--- config.mk ---
export PLATFORM = sky130hd
export DESIGN_NAME = bmx_matrix
export DESIGN_NICKNAME = d
export VERILOG_FILES = /design/src/hdl/bmx_pkg.sv /design/src/hdl/bmx_matrix.sv /design/src/hdl/bmx_decoder.sv
export VERILOG_INCLUDE_DIRS = /design/src /design/src/hdl
export SDC_FILE = /design/constraint.sdc
export NUM_CORES = 2
export LEC_CHECK = 0
export BUFFER_PORTS_ARGS = -buffer_cell sky130_fd_sc_hd__buf_4
export CAP_MARGIN = 5
export CORE_AREA = 2 2 478 480
export CTS_CLUSTER_DIAMETER = 80
export DETAILED_ROUTE_END_ITERATION = 12
export DIE_AREA = 0 0 480 482
export GPL_ROUTABILITY_DRIVEN = 0
export GPL_TIMING_DRIVEN = 0
export PLACE_DENSITY_LB_ADDON = 0.2
export REMOVE_ABC_BUFFERS = 1
export SYNTH_ARGS = -nofsm -noshare
export SYNTH_HDL_FRONTEND = slang
export SYNTH_SLANG_ARGS = --single-unit
export TNS_END_PERCENT = 10
--- constraint.sdc ---
create_clock -name i_core_clk -period 5.45 [get_ports i_core_clk]
set_input_delay 1.09 -clock i_core_clk [delete_from_list [all_inputs] [get_ports i_core_clk]]
set_output_delay 1.09 -clock i_core_clk [all_outputs]
set_load 0.05 [all_outputs]
--- src/hdl/bmx_defs.svh ---
`ifndef BMX_DEFS_SVH
`define BMX_DEFS_SVH

// ----------------------------------------------------------------
// Matrix size
// ----------------------------------------------------------------
`define BMX_NUM_MASTERS 6
`define BMX_NUM_SLAVES 6

// ----------------------------------------------------------------
// Master numbers
// ----------------------------------------------------------------
`define BMX_MST_CPU_DATA 3'h0
`define BMX_MST_CPU_INSTR 3'h1
`define BMX_MST_SYS_ACCESS 3'h2
`define BMX_MST_PERIPH_DMA 3'h3
`define BMX_MST_ETH_DMA 3'h4
`define BMX_MST_USB_DMA 3'h5

// ----------------------------------------------------------------
// Slave numbers
// ----------------------------------------------------------------
`define BMX_SLV_FLASH 3'h0
`define BMX_SLV_BRIDGE_A 3'h1
`define BMX_SLV_BRIDGE_B 3'h2
`define BMX_SLV_SRAM 3'h3
`define BMX_SLV_USB_DPRAM 3'h4
`define BMX_SLV_EXT_BUS 3'h5

// ----------------------------------------------------------------
// Address map: base and match mask of each window
// ----------------------------------------------------------------
`define BMX_SRAM_BASE 32'h0000_0000
`define BMX_SRAM_MASK_64K 32'hffff_0000
`define BMX_SRAM_MASK_32K 32'hffff_8000
`define BMX_FLASH_BASE 32'h8000_0000
`define BMX_FLASH_MASK 32'hfff8_0000
`define BMX_EXT_CS0_BASE 32'hc000_0000
`define BMX_EXT_CS2_BASE 32'hc800_0000
`define BMX_EXT_CS3_BASE 32'hcc00_0000
`define BMX_EXT_16M_MASK 32'hff00_0000
`define BMX_EXT_SHARED_BASE 32'hd000_0000
`define BMX_EXT_SHARED_MASK 32'hf800_0000
`define BMX_USB_BASE 32'he000_0000
`define BMX_BRIDGE_A_BASE 32'hfffe_0000
`define BMX_BRIDGE_B_BASE 32'hffff_0000
`define BMX_64K_MASK 32'hffff_0000

// ----------------------------------------------------------------
// Per-master reachable slaves (bit n = slave n), per-slave policy
// ----------------------------------------------------------------
`define BMX_MST0_SLAVES 6'h3f
`define BMX_MST1_SLAVES 6'h3f
`define BMX_MST2_SLAVES 6'h3f
`define BMX_MST3_SLAVES 6'h3f
`define BMX_MST4_SLAVES 6'h3f
`define BMX_MST5_SLAVES 6'h3f
// Bit n set: slave n arbitrates round robin, else fixed priority
`define BMX_ARB_ROUND_ROBIN 6'h3f
`define BMX_ERR_RDATA 32'h0000_0000

`endif

--- src/hdl/bmx_pkg.sv ---
package bmx_pkg;

  typedef struct packed {
    logic valid;
    logic write;
    logic [31:0] addr;
    logic [31:0] wdata;
  } bmx_mreq_t;

  typedef struct packed {
    logic done;
    logic err;
    logic [31:0] rdata;
  } bmx_rsp_t;

  typedef struct packed {
    logic valid;
    logic write;
    logic [2:0] master;
    logic [31:0] addr;
    logic [31:0] wdata;
  } bmx_sreq_t;

  typedef enum logic {
    BMX_ARB_IDLE,
    BMX_ARB_BUSY
  } bmx_arb_state_t;

endpackage : bmx_pkg

--- src/hdl/bmx_matrix.sv ---
// Operation
// - One fixed address map always, boot included; no region remapped.
// - 32-bit space: SRAM at 0x0000_0000 (64K or 32K), flash at 0x8000_0000.
// - With external bus, 16M chip selects at 0xC000, 0xC800, 0xCC00_0000.
// - With external bus, shared 128M window at 0xD000_0000 to external bus.
// - 64K USB configuration window at 0xE000_0000 to USB dual-port memory.
// - First peripheral bridge owns the 64K window at 0xFFFE_0000.
// - Second peripheral bridge owns the 64K window at 0xFFFF_0000.
// - Accesses to unmapped addresses complete with an error response.
// - Each master has its own port and decoder; mapping may differ.
// - Masters 0..5: CPU data, instruction, system access, DMAs.
// - Each slave has its own arbiter with its own policy.
// - Slaves 0..5: flash, bridge A, bridge B, SRAM, USB memory, external.
`include "bmx_defs.svh"

module bmx_matrix (
  input wire logic i_core_clk,
  input wire logic i_sys_rst,
  input wire logic i_ext_bus_en,
  input wire logic i_sram_64k,
  input wire bmx_pkg::bmx_mreq_t [5:0] i_m_req,
  output bmx_pkg::bmx_rsp_t [5:0] o_m_rsp,
  output bmx_pkg::bmx_sreq_t [5:0] o_s_req,
  input wire bmx_pkg::bmx_rsp_t [5:0] i_s_rsp
);

  // ----------------------------------------------------------------
  // Per-master decoders
  // ----------------------------------------------------------------
  localparam logic [35:0] MST_SLAVES = {
    `BMX_MST5_SLAVES, `BMX_MST4_SLAVES, `BMX_MST3_SLAVES,
    `BMX_MST2_SLAVES, `BMX_MST1_SLAVES, `BMX_MST0_SLAVES
  };

  localparam logic [5:0] ARB_RR = `BMX_ARB_ROUND_ROBIN;

  logic [5:0] hit;
  logic [2:0] sel [6];

  // Map is built from constants and the ext bus and SRAM size straps only: nothing can move a window.
  for (genvar m = 0; m < `BMX_NUM_MASTERS; m++) begin : g_dec
    bmx_decoder #(
      .SLAVE_MASK(MST_SLAVES[6*m +: 6])
    ) u_dec (
      .i_addr(i_m_req[m].addr),
      .i_ext_bus_en(i_ext_bus_en),
      .i_sram_64k(i_sram_64k),
      .o_hit(hit[m]),
      .o_slave(sel[m])
    );
  end

  // ----------------------------------------------------------------
  // Default error slave
  // ----------------------------------------------------------------
  // Answers one cycle after an unmapped request; the gap stops a
  // held request from being answered in two cycles running.
  logic [5:0] err_r;
  logic [5:0] err_nxt;

  always_comb begin
    for (int m = 0; m < `BMX_NUM_MASTERS; m++) begin
      err_nxt[m] = i_m_req[m].valid && !hit[m] && !err_r[m];
    end
  end

  always_ff @(posedge i_core_clk or posedge i_sys_rst) begin
    if (i_sys_rst) begin
      err_r <= 6'h00;
    end else begin
      err_r <= err_nxt;
    end
  end

  // ----------------------------------------------------------------
  // Per-slave arbiters
  // ----------------------------------------------------------------
  bmx_pkg::bmx_arb_state_t state_r [6];
  logic [2:0] owner_r [6];
  logic [2:0] last_r [6];

  for (genvar s = 0; s < `BMX_NUM_SLAVES; s++) begin : g_arb
    localparam logic RR = ARB_RR[s];
    bmx_pkg::bmx_arb_state_t state_nxt;
    logic [2:0] owner_nxt;
    logic [2:0] last_nxt;
    logic [5:0] want;
    logic found;
    logic [2:0] pick;

    always_comb begin
      want = 6'h00;
      for (int m = 0; m < `BMX_NUM_MASTERS; m++) begin
        want[m] = i_m_req[m].valid && hit[m] && (sel[m] == 3'(s));
      end
      found = 1'b0;
      pick = 3'h0;
      if (RR) begin
        // Search starts after the last winner, so none is starved
        for (int i = 1; i <= `BMX_NUM_MASTERS; i++) begin
          if (!found && want[(int'(last_r[s]) + i) % 6]) begin
            found = 1'b1;
            pick = 3'((int'(last_r[s]) + i) % 6);
          end
        end
      end else begin
        // Fixed priority: lowest master number wins
        for (int m = `BMX_NUM_MASTERS - 1; m >= 0; m--) begin
          if (want[m]) begin
            found = 1'b1;
            pick = 3'(m);
          end
        end
      end
      state_nxt = state_r[s];
      owner_nxt = owner_r[s];
      last_nxt = last_r[s];
      case (state_r[s])
        bmx_pkg::BMX_ARB_IDLE: begin
          if (found) begin
            state_nxt = bmx_pkg::BMX_ARB_BUSY;
            owner_nxt = pick;
            last_nxt = pick;
          end
        end
        bmx_pkg::BMX_ARB_BUSY: begin
          // Grant holds until the slave completes, or the owner gives up
          if (i_s_rsp[s].done || !i_m_req[owner_r[s]].valid) begin
            state_nxt = bmx_pkg::BMX_ARB_IDLE;
          end
        end
        default: begin
          state_nxt = bmx_pkg::BMX_ARB_IDLE;
        end
      endcase
    end

    always_ff @(posedge i_core_clk or posedge i_sys_rst) begin
      if (i_sys_rst) begin
        state_r[s] <= bmx_pkg::BMX_ARB_IDLE;
        owner_r[s] <= 3'h0;
        last_r[s] <= 3'h5;
      end else begin
        state_r[s] <= state_nxt;
        owner_r[s] <= owner_nxt;
        last_r[s] <= last_nxt;
      end
    end

    always_comb begin
      o_s_req[s].valid = (state_r[s] == bmx_pkg::BMX_ARB_BUSY) &&
                         i_m_req[owner_r[s]].valid;
      o_s_req[s].write = i_m_req[owner_r[s]].write;
      o_s_req[s].master = owner_r[s];
      o_s_req[s].addr = i_m_req[owner_r[s]].addr;
      o_s_req[s].wdata = i_m_req[owner_r[s]].wdata;
    end
  end

  // ----------------------------------------------------------------
  // Response return to masters
  // ----------------------------------------------------------------
  always_comb begin
    for (int m = 0; m < `BMX_NUM_MASTERS; m++) begin
      o_m_rsp[m].done = err_r[m];
      o_m_rsp[m].err = err_r[m];
      o_m_rsp[m].rdata = `BMX_ERR_RDATA;
      for (int s = 0; s < `BMX_NUM_SLAVES; s++) begin
        if (state_r[s] == bmx_pkg::BMX_ARB_BUSY &&
            owner_r[s] == 3'(m) && i_s_rsp[s].done) begin
          o_m_rsp[m].done = 1'b1;
          o_m_rsp[m].err = i_s_rsp[s].err;
          o_m_rsp[m].rdata = i_s_rsp[s].rdata;
        end
      end
    end
  end

endmodule : bmx_matrix

--- src/hdl/bmx_decoder.sv ---
`include "bmx_defs.svh"

module bmx_decoder #(
  parameter logic [5:0] SLAVE_MASK = 6'h3f
) (
  input wire logic [31:0] i_addr,
  input wire logic i_ext_bus_en,
  input wire logic i_sram_64k,
  output logic o_hit,
  output logic [2:0] o_slave
);

  logic [31:0] sram_mask;
  logic hit_raw;

  always_comb begin
    sram_mask = i_sram_64k ? `BMX_SRAM_MASK_64K : `BMX_SRAM_MASK_32K;
    hit_raw = 1'b1;
    o_slave = `BMX_SLV_FLASH;
    if ((i_addr & sram_mask) == `BMX_SRAM_BASE) begin
      o_slave = `BMX_SLV_SRAM;
    end else if ((i_addr & `BMX_FLASH_MASK) == `BMX_FLASH_BASE) begin
      o_slave = `BMX_SLV_FLASH;
    end else if (i_ext_bus_en &&
        (((i_addr & `BMX_EXT_16M_MASK) == `BMX_EXT_CS0_BASE) ||
         ((i_addr & `BMX_EXT_16M_MASK) == `BMX_EXT_CS2_BASE) ||
         ((i_addr & `BMX_EXT_16M_MASK) == `BMX_EXT_CS3_BASE))) begin
      o_slave = `BMX_SLV_EXT_BUS;
    end else if (i_ext_bus_en &&
        ((i_addr & `BMX_EXT_SHARED_MASK) == `BMX_EXT_SHARED_BASE)) begin
      o_slave = `BMX_SLV_EXT_BUS;
    end else if ((i_addr & `BMX_64K_MASK) == `BMX_USB_BASE) begin
      o_slave = `BMX_SLV_USB_DPRAM;
    end else if ((i_addr & `BMX_64K_MASK) == `BMX_BRIDGE_A_BASE) begin
      o_slave = `BMX_SLV_BRIDGE_A;
    end else if ((i_addr & `BMX_64K_MASK) == `BMX_BRIDGE_B_BASE) begin
      o_slave = `BMX_SLV_BRIDGE_B;
    end else begin
      hit_raw = 1'b0;
    end
    // A slave outside this master's view counts as unmapped
    o_hit = hit_raw && SLAVE_MASK[o_slave];
  end

endmodule : bmx_decoder

==> impl_metrics.ini <==
[status]
status = finished with violations
violations = capacitance limit, slew limit, setup timing

[power_and_ir_drop]
p_sw_mw = 12.9
p_int_mw = 5.94
pwr_density_cell_mw_per_mm2 = 369
seqPwrFrac_pct = 5.0
power_mw = 18.8
ir_drop_v = 0.000369
cellLeakagePower_nw = 19.2
pwr-share-comb_pct = 93.2
sw_frac_of_total_pct = 68.4
clock_power_share_pct = 1.8

[critical_path]
cp_slowest_cell = dfrtp_4
setup.worst_path.start_class = flop
crit_chain = clkinv_2 -> ha_1 -> a21oi_1 -> inv_1 -> ha_1 -> nand2b_1 -> o21ai_0 -> o21ai_1 -> mux2i_1 -> a221oi_2 -> o211ai_1 -> or3_1 -> o31ai_1 -> a22oi_1 -> o211ai_1
slowest_delay_ns = 0.76
worst-path-buf-inv = 2
crit_family = compound AO/OA/AOI/OAI gates
arrival_ns = 5.69
path_class = reg -> reg
path_max_fanout = 22
required_ns = 5.68
crit_path_end_kind = flop

[floorplan]
die_h_um = 482
io_pins = 1222
die_area_sq_mm = 0.231
initial_core_util_pct = 16.1
core_sq_mm = 0.226
die_w_um = 480
num_rows = 175

[placement]
numPortBuffers = 1221
dp_hpwl_um = 248000

[yosys]
async_flop_share_pct = 100
ys_seq_area_share_pct = 2.92
synth_area_per_cell_sq_um = 7.24
synth_cell_types = 96
yosys_warnings = 0
synth_edf_count = 0
synthesis.area_sq_mm = 0.0365
synthCells = 5039
ys_ff_latch = 42
ys.flop_type = dfrtp_1

[clock_tree]
path_clk_slew_ns = 0.07
cts_hold_buf = 0
root_buffer = clkbuf_16
cts_inserted_buffers = 5
clock_latency_ns = 0.31
clock_path_buffers = 2
cts_tree = built
cts_sinks = 42
cts_max_level = 2

[detailed_routing]
drt_iter0_drc = 5595
drt-total-wl_um = 315000
postRouteAntennaNets = 0
num_vias = 49800
viasPerCell = 5.54
dr.pass1.iters = 6
wire_per_inst_um = 35.0
drc = 0

[timing]
fmax_ghz = 0.183
finalSetupViolations = 1
hold_ws_ns = 0.576
slew_headroom_pct = -5.20
finalClockSkew_ns = 0.0127
finalCritPeriodShare_pct = 100
setup_ws_ns = -0.0150
slew_viol_final = 5
worstMarginPinSlew_ns = 1.56
tns_ns = -0.0150
period_minus_slack_ns = 5.46
rsz0062_at_grt = true
hold_violations = 0

[global_route]
grt_pass1_wl_um = 415000
grt_pass1_vias = 46000
antenna_found_initial = 117
track_usage_pct = 25.6
grt_overflow = 0
grt_max_degree = 67

[worst_hold_path]
hp-class = reg -> reg

[cells_and_area]
layout-drive-gt1-share_pct = 32.3
area_growth_pct = 39.6
fin_nets = 6584

[run]
maxCapViolations = 2
-- cell families after synthesis --
group	synth area share (%)
compound gates	29.8
simple gates	17.2
buf+inv	9.23
mux	37.2
fa+ha+maj	2.98
flops	2.92
xor+xnor	0.648
-- repair_timing --
action	CTS	global route
setup buffers	1	1
gates resized for setup	5	5
cloned	0	0
pin swaps	2	1
endpoints found under the setup margin	22	15
-- sequential cells by signal (all words and copies together), names as in the netlist --
register and cells:
o_s_req 18, last_r 12, err_r 6, state_r 6
-- power by group through the flow --
stage	sequential, mW	clock, mW	combinational (mW)
after floorplan	1.30	0	10.0
after global placement	1.93	0	16.3
after detailed placement	0.962	0	17.3
after CTS	0.959	0.355	17.4
after global routing	0.979	0.364	18.1
final	0.942	0.344	17.5
-- synth_stat cells (16+ instances only) --
master / n / share of area, %
a211oi_1: 213 / 4.4
a21o_1: 19 / 0.39
a21oi_1: 465 / 6.4
a22oi_1: 198 / 4.1
and3_1: 17 / 0.29
buf_1: 116 / 1.2
clkbuf_1: 402 / 4.1
dfrtp_1: 30 / 2.1
ha_1: 87 / 3.0
inv_1: 349 / 3.6
mux2_2: 16 / 0.49
mux2i_1: 434 / 12
mux4_1: 22 / 1.6
mux4_2: 376 / 23
nand2_1: 483 / 5.0
nand2b_1: 33 / 0.57
nand3_1: 83 / 1.1
nand4_1: 51 / 0.87
nand4b_1: 17 / 0.41
nor2_1: 481 / 4.9
nor2b_1: 17 / 0.29
nor3_1: 65 / 0.89
nor4_1: 51 / 0.87
o211ai_1: 16 / 0.33
o21a_1: 20 / 0.41
o21ai_0: 410 / 5.6
o22ai_1: 275 / 4.7
xnor2_1: 16 / 0.38
-- metal layers --
metal / global-route usage, % / vias to the layer above / part of all wire (%)
li1: - / 21100 / -
met1: 32.8 / 25300 / 41
met2: 39.4 / 2922 / 44
met3: 8.23 / 459 / 11
met4: 10.4 / 24 / 4.6
met5: 0 / - / 0.064
-- path summary, 6_finish.rpt --
kind / from / end / slack [ns] / cells after the start
setup / recovery: o_s_req[203] / o_s_req[203] / -0.01 / 15
hold / removal: state_r[0] / o_s_req[410] / 0.58 / 1
setup reg to reg: o_s_req[203] / o_s_req[203] / -0.01 / 15
hold reg to reg: state_r[0] / o_s_req[410] / 0.58 / 1
max in group asynchronous: i_sys_rst / last_r[3] / 3.94 / 3
min in group asynchronous: i_sys_rst / state_r[1] / 0.86 / 2
-- area by class of cell --
type                            count  area (sq um)
Fill cell                       25300        175000
Multi-Input combinational cell   4112         32400
Timing Repair Buffer             1376         12000
Tap cell                         3009          3760
Inverter                          356          1340
Sequential cell                    42          1130
Antenna cell                       81           203
Clock buffer                        6           139
Clock inverter                      2          12.5
-- stage by stage --
step / std cells / worst slack, ns / util (%) / area [sq um]
floorplan: 4510 / -7.24 / - / 34500
global placement: 8740 / -23.59 / 20.9 / 47400
detailed placement: 8891 / -0.363 / 22.3 / 50500
CTS: 8900 / -0.0753 / 22.4 / 50700
global route: 8959 / -0.219 / 22.5 / 50900
finish: 8984 / -0.0150 / 22.5 / 50900
-- cells in the final DEF (no fill, tap or decap), types with 17 or more instances in the layout --
master       n
a22oi_1    198
buf_4     1241
nand4b_1    17
nand4_1     51
mux4_2     376
o21ai_0    408
nand2_1    475
buf_16      53
buf_6       48
o22ai_1    275
mux4_1      22
nor2b_1     17
inv_1      346
nor3_1      59
nor2_1     466
nor4_1      47
nand3_1     80
nand2b_1    33
ha_1        87
mux2i_1    434
a21oi_1    465
buf_12      28
o21a_1      20
diode_2     81
a211oi_1   213
a21o_1      19
Note: power is estimated with default switching activity, not from simulation.
